==> config.mk <==
export PLATFORM = sky130hd
export DESIGN_NAME = ser_power_ctrl
export DESIGN_NICKNAME = d
export VERILOG_FILES = /design/src/include/ser_pwr_pkg.sv /design/src/verilog/lock_timer.sv /design/src/verilog/ser_power_ctrl.sv
export SDC_FILE = /design/constraint.sdc
export NUM_CORES = 1
export LEC_CHECK = 0
export BUFFER_PORTS_ARGS = -buffer_cell sky130_fd_sc_hd__buf_4
export CAP_MARGIN = 0
export CORE_ASPECT_RATIO = 0.5
export CORE_MARGIN = 2
export CORE_UTILIZATION = 40
export CTS_CLUSTER_SIZE = 10
export DETAILED_ROUTE_END_ITERATION = 8
export PLACE_DENSITY_LB_ADDON = 0.25
export REMOVE_ABC_BUFFERS = 1
export SYNTH_ARGS = -nofsm -noshare
export SYNTH_HDL_FRONTEND = slang
export SYNTH_SLANG_ARGS = --single-unit
export TNS_END_PERCENT = 10
==> constraint.sdc <==
create_clock -name clk_sys_i -period 3.6 [get_ports clk_sys_i]
set_input_delay 0.36 -clock clk_sys_i [delete_from_list [all_inputs] [get_ports clk_sys_i]]
set_output_delay 0.36 -clock clk_sys_i [all_outputs]
set_load 0.01 [all_outputs]
==> src/include/ser_pwr_pkg.sv <==
// constants shared by the serializer power and lock control block
package ser_pwr_pkg;

  // lock interval in parallel clock cycles
  localparam int unsigned LOCK_CYCLES     = 17100;
  localparam int unsigned LOCK_CNT_W      = 15;
  // bus register offsets
  localparam logic [3:0]  ADDR_CTRL       = 4'h0;
  localparam logic [3:0]  ADDR_STATUS     = 4'h4;
  localparam logic [3:0]  ADDR_LOCKCNT    = 4'h8;
  // control register field positions and reset value
  localparam int unsigned CTRL_PRE_BIT    = 0;
  localparam int unsigned CTRL_PRE_OVR    = 1;
  localparam logic [31:0] CTRL_RESET      = 32'h0000_0000;
  // two-bit range codes
  localparam logic [1:0]  RANGE_2M5_5M    = 2'h0;
  localparam logic [1:0]  RANGE_5M_10M    = 2'h1;
  localparam logic [1:0]  RANGE_10M_20M   = 2'h2;
  localparam logic [1:0]  RANGE_20M_42M   = 2'h3;
  // one-hot width of the decoded range
  localparam int unsigned RANGE_COUNT     = 4;

  // sequencer states
  typedef enum logic [1:0] {
    ST_DOWN,
    ST_LOCKING,
    ST_RUN
  } pwr_state_t;

endpackage : ser_pwr_pkg

==> src/verilog/lock_timer.sv <==
// counter that times the pll lock interval
`timescale 1ns/1ps
module lock_timer
  import ser_pwr_pkg::*;
#(
  parameter int unsigned COUNT = LOCK_CYCLES,
  parameter int unsigned W     = LOCK_CNT_W
) (
  input  wire logic         clk_sys_i,
  input  wire logic         rstn_i,
  input  wire logic         clear_i,   // hold count at zero
  input  wire logic         run_i,     // advance count
  output logic [W-1:0]      count_o,
  output logic              done_o
);

  initial begin
    if (COUNT < 1 || COUNT >= (1 << W))
      $error("lock_timer: COUNT does not fit W");
  end

  logic [W-1:0] cnt_r;
  logic [W-1:0] cnt_nxt;
  logic         at_end;

  assign at_end  = (cnt_r == W'(COUNT));
  // saturate at the end so done stays high until cleared
  assign cnt_nxt = clear_i ? '0 :
                   (run_i && !at_end) ? cnt_r + W'(1) : cnt_r;

  // count register
  always_ff @(posedge clk_sys_i or negedge rstn_i) begin
    if (!rstn_i) begin
      cnt_r <= '0;
    end else begin
      cnt_r <= cnt_nxt;
    end
  end

  assign count_o = cnt_r;
  assign done_o  = at_end;

endmodule : lock_timer

==> src/verilog/ser_power_ctrl.sv <==
// power-down, lock timing and range select control of the serializer
`timescale 1ns/1ps
module ser_power_ctrl
  import ser_pwr_pkg::*;
#(
  parameter int unsigned LOCK_COUNT = LOCK_CYCLES
) (
  input  wire logic        clk_sys_i,           // parallel input clock
  input  wire logic        rstn_i,
  input  wire logic        power_down_n_i,      // active-low power-down pin
  input  wire logic        freq_range_sel_lo_i,
  input  wire logic        freq_range_sel_hi_i,
  input  wire logic        preemph_en_i,        // preemphasis enable pin
  input  wire logic        input_buffer_supply_i, // high when supply good
  input  wire logic        serial_data_i,       // serial bit from the core
  input  wire logic        serial_edge_i,       // pulse on a bit transition
  input  wire logic [3:0]  addr_i,
  input  wire logic [31:0] wdata_i,
  input  wire logic        wr_i,
  input  wire logic        rd_i,
  output logic      [31:0] rdata_o,
  output logic             pll_run_o,           // pll enabled
  output logic             pll_locked_o,
  output logic             term_en_o,           // termination switched in
  output logic             out_p_o,
  output logic             out_n_o,
  output logic             out_oe_o,            // serial output driven
  output logic             preemph_pulse_o,     // extra current now
  output logic [RANGE_COUNT-1:0] range_onehot_o,
  output logic             sample_en_o          // capture data inputs
);

  initial begin
    if (LOCK_COUNT < 1 || LOCK_COUNT >= (1 << LOCK_CNT_W))
      $error("ser_power_ctrl: LOCK_COUNT out of range");
  end

  // ---- input qualification ----
  // with no input supply every single-ended input reads as low, except the raw power-down and preemphasis bits in status
  logic pd_eff_n;       // effective power-down, low means down
  logic pre_eff;        // effective preemphasis request
  logic [1:0] range_code;
  logic ctrl_pre_r;     // software preemphasis value
  logic ctrl_ovr_r;     // software overrides the pin

  assign pd_eff_n   = power_down_n_i & input_buffer_supply_i;
  assign range_code = input_buffer_supply_i ?
                      {freq_range_sel_hi_i, freq_range_sel_lo_i} : 2'h0;
  assign pre_eff    = ctrl_ovr_r ? ctrl_pre_r
                                 : (preemph_en_i & input_buffer_supply_i);

  // ---- range decode ----
  logic [RANGE_COUNT-1:0] range_dec;
  assign range_dec[0] = (range_code == RANGE_2M5_5M);
  assign range_dec[1] = (range_code == RANGE_5M_10M);
  assign range_dec[2] = (range_code == RANGE_10M_20M);
  assign range_dec[3] = (range_code == RANGE_20M_42M);

  // ---- sequencer ----
  pwr_state_t state_r;
  pwr_state_t state_nxt;
  logic       lock_done;
  logic [LOCK_CNT_W-1:0] lock_cnt;

  // power-down wins over every other condition
  always_comb begin
    state_nxt = state_r;
    unique case (state_r)
      ST_DOWN: begin
        if (pd_eff_n) state_nxt = ST_LOCKING;
      end
      ST_LOCKING: begin
        if (!pd_eff_n)     state_nxt = ST_DOWN;
        else if (lock_done) state_nxt = ST_RUN;
      end
      ST_RUN: begin
        if (!pd_eff_n) state_nxt = ST_DOWN;
      end
      // the two-bit encoding leaves one code unused; a flipped state bit
      // lands here and the part falls back to the safe, quiet state
      default: begin
        state_nxt = ST_DOWN;
      end
    endcase
  end

  // state register
  always_ff @(posedge clk_sys_i or negedge rstn_i) begin
    if (!rstn_i) begin
      state_r <= ST_DOWN;
    end else begin
      state_r <= state_nxt;
    end
  end

  // lock counter, cleared whenever the part is down
  lock_timer #(
    .COUNT (LOCK_COUNT),
    .W     (LOCK_CNT_W)
  ) u_lock_timer (
    .clk_sys_i (clk_sys_i),
    .rstn_i    (rstn_i),
    .clear_i   (state_r != ST_LOCKING),
    .run_i     (state_r == ST_LOCKING),
    .count_o   (lock_cnt),
    .done_o    (lock_done)
  );

  // ---- output stage ----
  logic up_w;
  logic run_w;
  assign up_w  = (state_r != ST_DOWN);
  assign run_w = (state_r == ST_RUN);

  logic out_p_r;
  logic out_n_r;
  logic oe_r;
  logic pre_r;
  logic term_r;
  logic pll_r;
  logic lock_r;
  logic [RANGE_COUNT-1:0] range_r;

  // output flops; legs held equal while not running so the
  // differential level is zero while termination is in
  always_ff @(posedge clk_sys_i or negedge rstn_i) begin
    if (!rstn_i) begin
      out_p_r <= 1'b0;
      out_n_r <= 1'b0;
      oe_r    <= 1'b0;
      pre_r   <= 1'b0;
      term_r  <= 1'b0;
      pll_r   <= 1'b0;
      lock_r  <= 1'b0;
      range_r <= '0;
    end else begin
      pll_r   <= (state_nxt != ST_DOWN);
      term_r  <= (state_nxt != ST_DOWN);
      lock_r  <= (state_nxt == ST_RUN);
      oe_r    <= (state_nxt == ST_RUN);
      out_p_r <= (state_nxt == ST_RUN) &  serial_data_i;
      out_n_r <= (state_nxt == ST_RUN) & ~serial_data_i;
      pre_r   <= (state_nxt == ST_RUN) & pre_eff
                 & serial_edge_i;
      range_r <= range_dec;
    end
  end

  assign out_p_o         = out_p_r;
  assign out_n_o         = out_n_r;
  assign out_oe_o        = oe_r;
  assign preemph_pulse_o = pre_r;
  assign term_en_o       = term_r;
  assign pll_run_o       = pll_r;
  assign pll_locked_o    = lock_r;
  assign range_onehot_o  = range_r;
  // data capture only while the pll is up, on this same clock
  assign sample_en_o     = up_w;

  // ---- register port ----
  logic [31:0] rdata_r;
  logic [31:0] rd_mux;
  logic        wr_ctrl;
  logic [31:0] status_w;

  assign wr_ctrl  = wr_i && (addr_i == ADDR_CTRL);
  assign status_w = {22'h0, range_code, preemph_en_i, input_buffer_supply_i,
                     power_down_n_i, oe_r, term_r, lock_r, run_w, up_w};
  // unmapped addresses read as zero
  assign rd_mux = (addr_i == ADDR_CTRL)    ? {30'h0, ctrl_ovr_r, ctrl_pre_r} :
                  (addr_i == ADDR_STATUS)  ? status_w :
                  (addr_i == ADDR_LOCKCNT) ? {17'h0, lock_cnt} : 32'h0;

  // control register write
  always_ff @(posedge clk_sys_i or negedge rstn_i) begin
    if (!rstn_i) begin
      ctrl_pre_r <= CTRL_RESET[CTRL_PRE_BIT];
      ctrl_ovr_r <= CTRL_RESET[CTRL_PRE_OVR];
    end else if (wr_ctrl) begin
      ctrl_pre_r <= wdata_i[CTRL_PRE_BIT];
      ctrl_ovr_r <= wdata_i[CTRL_PRE_OVR];
    end
  end

  // read data valid only in the cycle after the strobe
  always_ff @(posedge clk_sys_i or negedge rstn_i) begin
    if (!rstn_i) begin
      rdata_r <= 32'h0;
    end else begin
      rdata_r <= rd_i ? rd_mux : 32'h0;
    end
  end
  assign rdata_o = rdata_r;

  // ---- assertions ----
  a_down_quiet: assert property (@(posedge clk_sys_i) disable iff (!rstn_i)
    !pd_eff_n |=> !out_oe_o && !term_en_o && !pll_run_o)
    else $error("output active after power-down");
  a_release_term: assert property (@(posedge clk_sys_i) disable iff (!rstn_i)
    (state_r == ST_DOWN && pd_eff_n) |=> term_en_o && pll_run_o)
    else $error("termination not switched in on release");
  a_locking_zero: assert property (@(posedge clk_sys_i) disable iff (!rstn_i)
    (term_en_o && !pll_locked_o) |-> !out_oe_o && (out_p_o == out_n_o))
    else $error("output driven while locking");
  a_lock_time: assert property (@(posedge clk_sys_i) disable iff (!rstn_i)
    $rose(pll_locked_o) |-> lock_cnt == LOCK_CNT_W'(LOCK_COUNT))
    else $error("lock declared at wrong count");
  a_supply_loss: assert property (@(posedge clk_sys_i) disable iff (!rstn_i)
    !input_buffer_supply_i |=> state_r == ST_DOWN)
    else $error("no power-down on input supply loss");
  a_preemph_off: assert property (@(posedge clk_sys_i) disable iff (!rstn_i)
    (!pre_eff) |=> !preemph_pulse_o)
    else $error("preemphasis while disabled");
  a_range_map: assert property (@(posedge clk_sys_i) disable iff (!rstn_i)
    1'b1 |=> range_onehot_o == RANGE_COUNT'(1) << $past(range_code))
    else $error("range decode wrong");
  a_count_clear: assert property (@(posedge clk_sys_i) disable iff (!rstn_i)
    $rose(term_en_o) |-> lock_cnt <= LOCK_CNT_W'(1))
    else $error("lock count not restarted");

  // once locked the output must be driven with termination still in
  a_lock_drive: assert property (@(posedge clk_sys_i) disable iff (!rstn_i)
    pll_locked_o |-> out_oe_o && term_en_o)
    else $error("locked but output not driven");

  // a driven output always shows opposite legs, never a shorted pair
  a_run_legs: assert property (@(posedge clk_sys_i) disable iff (!rstn_i)
    out_oe_o |-> (out_p_o != out_n_o))
    else $error("driven legs not complementary");

  // an aborted lock leaves a cleared counter two edges after the drop is sampled,
  // so a quick re-release cannot inherit a partial count
  a_abort_clear: assert property (@(posedge clk_sys_i) disable iff (!rstn_i)
    (state_r == ST_LOCKING && !pd_eff_n) |-> ##2 lock_cnt == LOCK_CNT_W'(0))
    else $error("aborted lock count not cleared");

  // data capture enable and pll run track the same state
  a_sample_up: assert property (@(posedge clk_sys_i) disable iff (!rstn_i)
    sample_en_o == pll_run_o)
    else $error("capture enable out of step with pll");

  // with the input supply gone the range pins read as the lowest band
  a_range_supply: assert property (@(posedge clk_sys_i) disable iff (!rstn_i)
    !input_buffer_supply_i |=> range_onehot_o == RANGE_COUNT'(1))
    else $error("range pins not ignored without supply");

  c_lock: cover property (@(posedge clk_sys_i) disable iff (!rstn_i)
    $rose(pll_locked_o));
  c_abort: cover property (@(posedge clk_sys_i) disable iff (!rstn_i)
    state_r == ST_LOCKING ##1 state_r == ST_DOWN);
  c_pre: cover property (@(posedge clk_sys_i) disable iff (!rstn_i)
    preemph_pulse_o);
  // supply loss while up, the path that forces the part down
  c_supply_drop: cover property (@(posedge clk_sys_i) disable iff (!rstn_i)
    state_r != ST_DOWN ##1 !input_buffer_supply_i);
  // fastest band selected
  c_range_top: cover property (@(posedge clk_sys_i) disable iff (!rstn_i)
    range_onehot_o[3]);

endmodule : ser_power_ctrl

==> results.sh, run 1 <==
export IMPL_intPower_uw=662
export IMPL_finalClockSkew_ns=0.00493
export IMPL_post_synth_xor_area_fraction_pct=0
export IMPL_coreArea_mm2=0.00500
export IMPL_reg2reg_depth=5
export IMPL_post_synth_and_or_nand_nor_area_fraction_pct=22.1
export IMPL_grt_max_degree=44
export IMPL_flops_latches_synth=43
export IMPL_power_share_combinational_pct=9.1
export IMPL_synth_adder_area_share_pct=1.19
export IMPL_synth_mux_area_fraction_pct=4.00
export IMPL_synth_cell_types=42
export IMPL_grtUsageTotal_pct=14.4
export IMPL_clock_tree_root="sky130_fd_sc_hd__clkbuf_8"
export IMPL_leakage_power_uw=0.00115
export IMPL_netlist_instances=206
export IMPL_unrepaired_setup_endpoints_after_global_routing="false"
export IMPL_drive_gt1_share_pct=23.0
export IMPL_postRouteAntennaNets=0
export IMPL_power_switching_share_pct=24.2
export IMPL_wl_mm=4.19
export IMPL_sequential_cell_area_mm2=0.00108
export IMPL_ctsLongestPathBuffers=2
export IMPL_area_growth_synth_to_final_pct=18.0
export IMPL_worst_endpoint_arrival_ns=2.03
export IMPL_grt_first_pass_wirelength_mm=6.71
export IMPL_powerDensity_mw_per_mm2=353
export IMPL_worst_endpoint_required_ns=3.79
export IMPL_setup_failing_eps_final=0
export IMPL_detailed_place_hpwl_mm=3.01
export IMPL_synth_largest_type_area_fraction_pct=51.3
export IMPL_num_io_pins=91
export IMPL_htree_num_levels=2
export IMPL_ir_worst_vdd_mv=0.160
export IMPL_placementRows=18
export IMPL_drtPass1Iterations=4
export IMPL_initial_cell_density_of_the_core_pct=42.0
export IMPL_grt_ovfl_total=0
export IMPL_avgViaCountPerCell=4.97
export IMPL_n_fill_cell=494
export IMPL_design_die_area_mm2=0.00588
export IMPL_multiInputGateArea_um2=878
export IMPL_hold_path_class="primary input to async pin"
export IMPL_synth_top_area_cell="sky130_fd_sc_hd__dfrtp_1"
export IMPL_initial_antenna_violation_count=0
export IMPL_portBuffers=43
export IMPL_total_inserted_antenna_cells=0
export IMPL_synth_avg_cell_area_um2=10.2
export IMPL_kind_of_critical_path="register to register"
export IMPL_dieWidth_um=106
export IMPL_measured_slew_at_the_worst_slew_check_pin_ns=1.00
export IMPL_fin_tns_setup_ns=0
export IMPL_vias=1581
export IMPL_first_global_vias=1370
export IMPL_r2r_end="pll_locked_o"
export IMPL_fin_crit_sh_pct=51.1
export IMPL_rrSetupSlack_ns=1.76
export IMPL_yosys_top_cells_area="sky130_fd_sc_hd__dfrtp_1 51%, sky130_fd_sc_hd__buf_4 6.8%, sky130_fd_sc_hd__nand2_1 3.6%"
export IMPL_fin_nets=296
export IMPL_report_final_slew_viol_count=0
export IMPL_synthesis_warnings=0
export IMPL_fin_util_pct=49.5
export IMPL_share_seq_of_total_power_pct=57.4
export IMPL_worstSetupStartpointType="register"
export IMPL_timing_hold_ws_ns=0.0411
export IMPL_hold_viol=0
export IMPL_drt_wirelength_per_cell_um=13.2
export IMPL_outcome="finished clean"
export IMPL_kind_of_end_point_of_the_critical_path="register"
export IMPL_finalWeightedCongestion=0.799
export IMPL_postCtsSetupRepairBufs=0
export IMPL_ctsResizeCount=0
export IMPL_timing_final_crit_period_ns=1.84
export IMPL_dieHeight_um=55.2
export IMPL_pwr_share_clk_pct=33.4
export IMPL_clock_sinks=43
export IMPL_drt_iter0_drc=92
export IMPL_numCtsBuffers=5
export IMPL_max_clock_freq_mhz=544
export IMPL_regToRegStartpoint="u_lock_timer.count_o[0]"
export IMPL_worst_setup_hold_path_clk_slew_ns=0.08
export IMPL_maxSlewHeadroom_pct=33.0
export IMPL_post_synth_instance_area_mm2=0.00210
export IMPL_clkLatencyLatePin_ns=0.29
export IMPL_cts_hold_repair_buffers=0
export IMPL_timing_max_cap_violations=0
export IMPL_sequential_fraction_of_the_synthesis_area_pct=51.3
export IMPL_post_route_drc_count=0
export IMPL_clock_tree_from_tritoncts="yes"
export IMPL_dominant_combinational_cell_family_by_area_after_synthesis="simple AND/OR/NAND/NOR gates"
export IMPL_power_switching_uw=211
export IMPL_worstPathMaxFanout=7
export IMPL_synth_compound_area_share_pct=11.5
==> cell families (layout without fill, tap and decap cells) <==
group | count (synthesis) | after routing
AND/OR/NAND/NOR | 82 | 82
buffers and inverters | 32 | 58
adder cells (fa/ha/maj) | 2 | 2
AO/OA/AOI/OAI | 38 | 38
other | 1 | 17
flip-flops | 43 | 43
multiplexers | 8 | 8
==> through the flow <==
| stage | setup slack, ns | area (um^2) | total power, uW | std cells |
|---|---|---|---|---|
| after global placement | 1.78 | 2390 | 589 | 310 |
| after CTS | 1.73 | 2480 | 881 | 318 |
| after global routing | 1.56 | 2480 | 912 | 318 |
| after detailed placement | 1.75 | 2390 | 591 | 310 |
| after floorplan | 1.83 | 1980 | 546 | 196 |
| final | 1.76 | 2480 | 873 | 318 |
==> cell usage after synthesis (all sizes together) <==
cell	instances
nor3b	1
nor2	10
nand4	3
a32oi	2
o22ai	3
mux2i	5
a211oi	1
nand2	20
ha	2
mux2	3
buf	23
dfrtp	43
nor2b	2
or3	5
and3	8
o31ai	6
nand3b	1
nor4	3
clkbuf	3
nor3	3
or4	5
nor4b	3
nand3	8
inv	6
and4	1
or2	1
a31oi	2
a22oi	5
a21boi	1
nor4bb	2
o21a	2
nand2b	5
o21ai	7
conb	1
a21oi	9
and2	1
==> power by group through the flow <==
| stage | Clock [uW] | Sequential, uW | Combinational, uW |
|---|---|---|---|
| CTS | 300 | 501 | 80.0 |
| floorplan | 0 | 511 | 35.1 |
| detailed placement | 0 | 511 | 79.8 |
| global route | 320 | 503 | 88.6 |
| global placement | 0 | 511 | 78.1 |
| finish | 292 | 501 | 79.8 |
==> layout by cell type (no fill, tap or decap), drive strengths merged, types with 6 or more instances in the layout <==
cell and instances:
a21oi 9, and3 8, o21ai 7, clkbuf 7, o31ai 6, nor2 10, nand2 20, dfrtp 43
conb 17, buf 44, nand3 8, inv 6
==> final cells by class <==
cell class / count / area share (%)
inverters: 6 / 0.910
clock inverters: 1 / 0.202
flip-flops and latches: 43 / 43.5
multi-input cells: 147 / 35.5
well taps: 70 / 3.54
clock buffers: 7 / 3.08
repair buffers: 44 / 13.3
==> sequential cells by signal, summed over array words and instances (netlist names) <==
register	cells
u_lock_timer.count_o	15
out_p_o	1
state_r	2
ctrl_pre_r	1
pll_run_o	1
range_onehot_o	4
rdata_o	15
ctrl_ovr_r	1
preemph_pulse_o	1
out_n_o	1
pll_locked_o	1
==> worst max-delay path by stage <==
stage                                        from      endpoint  slack [ns]  depth (start not counted)
final                     u_lock_timer.count_o[0]  pll_locked_o        1.76                          5
after global routing      u_lock_timer.count_o[0]  pll_locked_o        1.56                          5
after CTS                 u_lock_timer.count_o[0]  pll_locked_o        1.73                          5
after detailed placement  u_lock_timer.count_o[0]  pll_locked_o        1.75                          5
after global placement    u_lock_timer.count_o[0]  pll_locked_o        1.78                          5
after floorplan                         addr_i[1]    rdata_o[3]        1.83                          3
==> metal layers <==
metal | part of all wire (%) | up-vias | global-route usage (%)
li1 | - | 789 | -
met1 | 49 | 735 | 21.8
met2 | 44 | 55 | 21.2
met3 | 7.0 | 2 | 3.54
met4 | 0.29 | 0 | 2.78
met5 | 0 | - | 0
==> worst max-delay path, stage by stage (launching register included) <==
cell	delay, ns
sky130_fd_sc_hd__dfrtp_1	0.44
sky130_fd_sc_hd__inv_1	0.10
sky130_fd_sc_hd__ha_1	0.15
sky130_fd_sc_hd__nor4bb_1	0.38
sky130_fd_sc_hd__nand4_1	0.35
sky130_fd_sc_hd__o31ai_1	0.32
Note: power is estimated with default switching activity, not from simulation.
==> run 2, diff against run 1 <==
==> constraint.sdc (replaced) <==
create_clock -name clk_sys_i -period 1.6 [get_ports clk_sys_i]
set_input_delay 0.16 -clock clk_sys_i [delete_from_list [all_inputs] [get_ports clk_sys_i]]
set_output_delay 0.16 -clock clk_sys_i [all_outputs]
set_load 0.01 [all_outputs]
==> results.sh, run 2 (synthesis gave the netlist of run 1 again) <==
export IMPL_outcome="finished clean"
export IMPL_vias=1673
export IMPL_worst_setup_hold_path_clk_slew_ns=0.08
export IMPL_layout_commonest_cell="sky130_fd_sc_hd__buf_4"
export IMPL_unrepaired_setup_endpoints_after_global_routing="true"
export IMPL_area_growth_synth_to_final_pct=27.4
export IMPL_powerDensity_mw_per_mm2=797
export IMPL_placementRows=18
export IMPL_sequential_cell_area_mm2=0.00108
export IMPL_reg2reg_depth=3
export IMPL_placement_cell_area_mm2=0.00254
export IMPL_power_share_combinational_pct=9.0
export IMPL_postCtsSetupRepairBufs=0
export IMPL_setup_failing_eps_final=0
export IMPL_portBuffers=43
export IMPL_crit_start="u_lock_timer.count_o[4]"
export IMPL_fin_util_pct=53.5
export IMPL_kind_of_end_point_of_the_critical_path="register"
export IMPL_htree_num_levels=2
export IMPL_power_switching_share_pct=22.6
export IMPL_kind_of_critical_path="register to register"
export IMPL_clock_tree_from_tritoncts="yes"
export IMPL_worst_endpoint_required_ns=1.81
export IMPL_num_io_pins=91
export IMPL_n_fill_cell=472
export IMPL_clkLatencyLatePin_ns=0.29
export IMPL_finalWeightedCongestion=0.833
export IMPL_drt_wirelength_per_cell_um=13.1
export IMPL_drtPass1Iterations=4
export IMPL_wl_mm=4.43
export IMPL_clock_sinks=43
export IMPL_timing_max_cap_violations=0
export IMPL_report_final_slew_viol_count=0
export IMPL_detailed_place_hpwl_mm=3.36
export IMPL_intPower_uw=1650
export IMPL_ctsLongestPathBuffers=2
export IMPL_drive_gt1_share_pct=30.0
export IMPL_worst_endpoint_arrival_ns=1.69
export IMPL_share_seq_of_total_power_pct=52.8
export IMPL_hold_viol=0
export IMPL_dieWidth_um=106
export IMPL_ir_worst_vdd_mv=0.353
export IMPL_maxSlewHeadroom_pct=64.2
export IMPL_pwr_share_clk_pct=38.2
export IMPL_grtUsageTotal_pct=16.3
export IMPL_setup_worst_path_end="u_lock_timer.count_o[11]"
export IMPL_worstPathMaxFanout=11
export IMPL_post_route_drc_count=0
export IMPL_grt_ovfl_total=0
export IMPL_timing_hold_ws_ns=0.0378
export IMPL_r2r_end="u_lock_timer.count_o[11]"
export IMPL_finished_layout_cell_area_mm2=0.00267
export IMPL_power_switching_uw=482
export IMPL_mostFrequentLayoutCells="63 x sky130_fd_sc_hd__buf_4, 43 x sky130_fd_sc_hd__dfrtp_1, 19 x sky130_fd_sc_hd__nand2_1"
export IMPL_rrSetupSlack_ns=0.12
export IMPL_max_clock_freq_mhz=677
export IMPL_measured_slew_at_the_worst_slew_check_pin_ns=0.537
export IMPL_multiInputGateArea_um2=902
export IMPL_hold_depth=2
export IMPL_first_global_vias=1550
export IMPL_grt_max_degree=44
export IMPL_finalClockSkew_ns=0.00577
export IMPL_design_die_area_mm2=0.00588
export IMPL_drt_iter0_drc=46
export IMPL_fin_nets=316
export IMPL_regToRegStartpoint="u_lock_timer.count_o[4]"
export IMPL_worstSetupStartpointType="register"
export IMPL_numCtsBuffers=5
export IMPL_dieHeight_um=55.2
export IMPL_postRouteAntennaNets=0
export IMPL_hold_path_class="primary input to register"
export IMPL_timing_final_crit_period_ns=1.48
export IMPL_initial_antenna_violation_count=0
export IMPL_clock_tree_root="sky130_fd_sc_hd__clkbuf_8"
export IMPL_total_inserted_antenna_cells=0
export IMPL_initial_cell_density_of_the_core_pct=42.0
export IMPL_grt_first_pass_wirelength_mm=7.47
export IMPL_avgViaCountPerCell=4.96
export IMPL_fin_crit_sh_pct=92.4
export IMPL_coreArea_mm2=0.00500
export IMPL_leakage_power_uw=0.00127
==> run 2: timing repair <==
action                                  in CTS  in global routing
endpoints found under the setup margin       7                 15
hold endpoints to repair                    43                  0
pin swaps                                    0                  1
gates resized for setup                      2                  4
hold buffers                                 1                  0
cloned                                       0                  0
==> run 2: cell type report <==
cell class	instances	area share (%)
inverter	6	0.842
tap	70	3.28
clock inverter	1	1.12
sequential	43	40.2
clock buffer	6	2.71
multi-input combinational	147	33.7
timing repair buffer	64	18.1
==> run 2: how the worst min path moves through the flow <==
stage                              startpoint                 endpoint
after floorplan                        rstn_i               ctrl_ovr_r
after global placement                 rstn_i  u_lock_timer.count_o[7]
after detailed placement               rstn_i  u_lock_timer.count_o[7]
after CTS                 freq_range_sel_lo_i        range_onehot_o[2]
after global routing      freq_range_sel_lo_i        range_onehot_o[2]
final                     freq_range_sel_lo_i        range_onehot_o[2]
==> run 2: metal layers <==
layer  GRT usage [%]  vias up  routed length [um]  share of wire (%)
li1                -      829                   -                  -
met1            22.5      787                2070                 47
met2            25.4       52                1980                 45
met3            4.25        5                 327                7.4
met4            5.01        0                  44               0.99
met5               0        -                   0                  0
==> run 2: power by group through the flow <==
stage	clock network [uW]	logic (uW)	registers (uW)
2_1_floorplan	0	79.0	1150
3_3_place_gp	0	187	1150
3_5_place_dp	0	191	1150
4_1_cts	831	194	1130
5_1_grt	865	216	1130
6_report	814	193	1130
==> run 2: metrics by stage <==
stage	TNS [ns]	total power (uW)	setup WS (ns)	instances
finish	0	2130	0.122	337
global route	-0.0154	2210	-0.0112	337
CTS	0	2150	0.0212	337
detailed placement	-0.120	1340	-0.0525	329
global placement	0	1330	0.0172	329
floorplan	0	1230	0.0318	196
==> run 2: critical path, cell delays in order, from the launching register on <==
cell and delay [ns]:
sky130_fd_sc_hd__dfrtp_1 0.42, sky130_fd_sc_hd__nand4_2 0.27, sky130_fd_sc_hd__or4_1 0.54, sky130_fd_sc_hd__a21oi_1 0.17
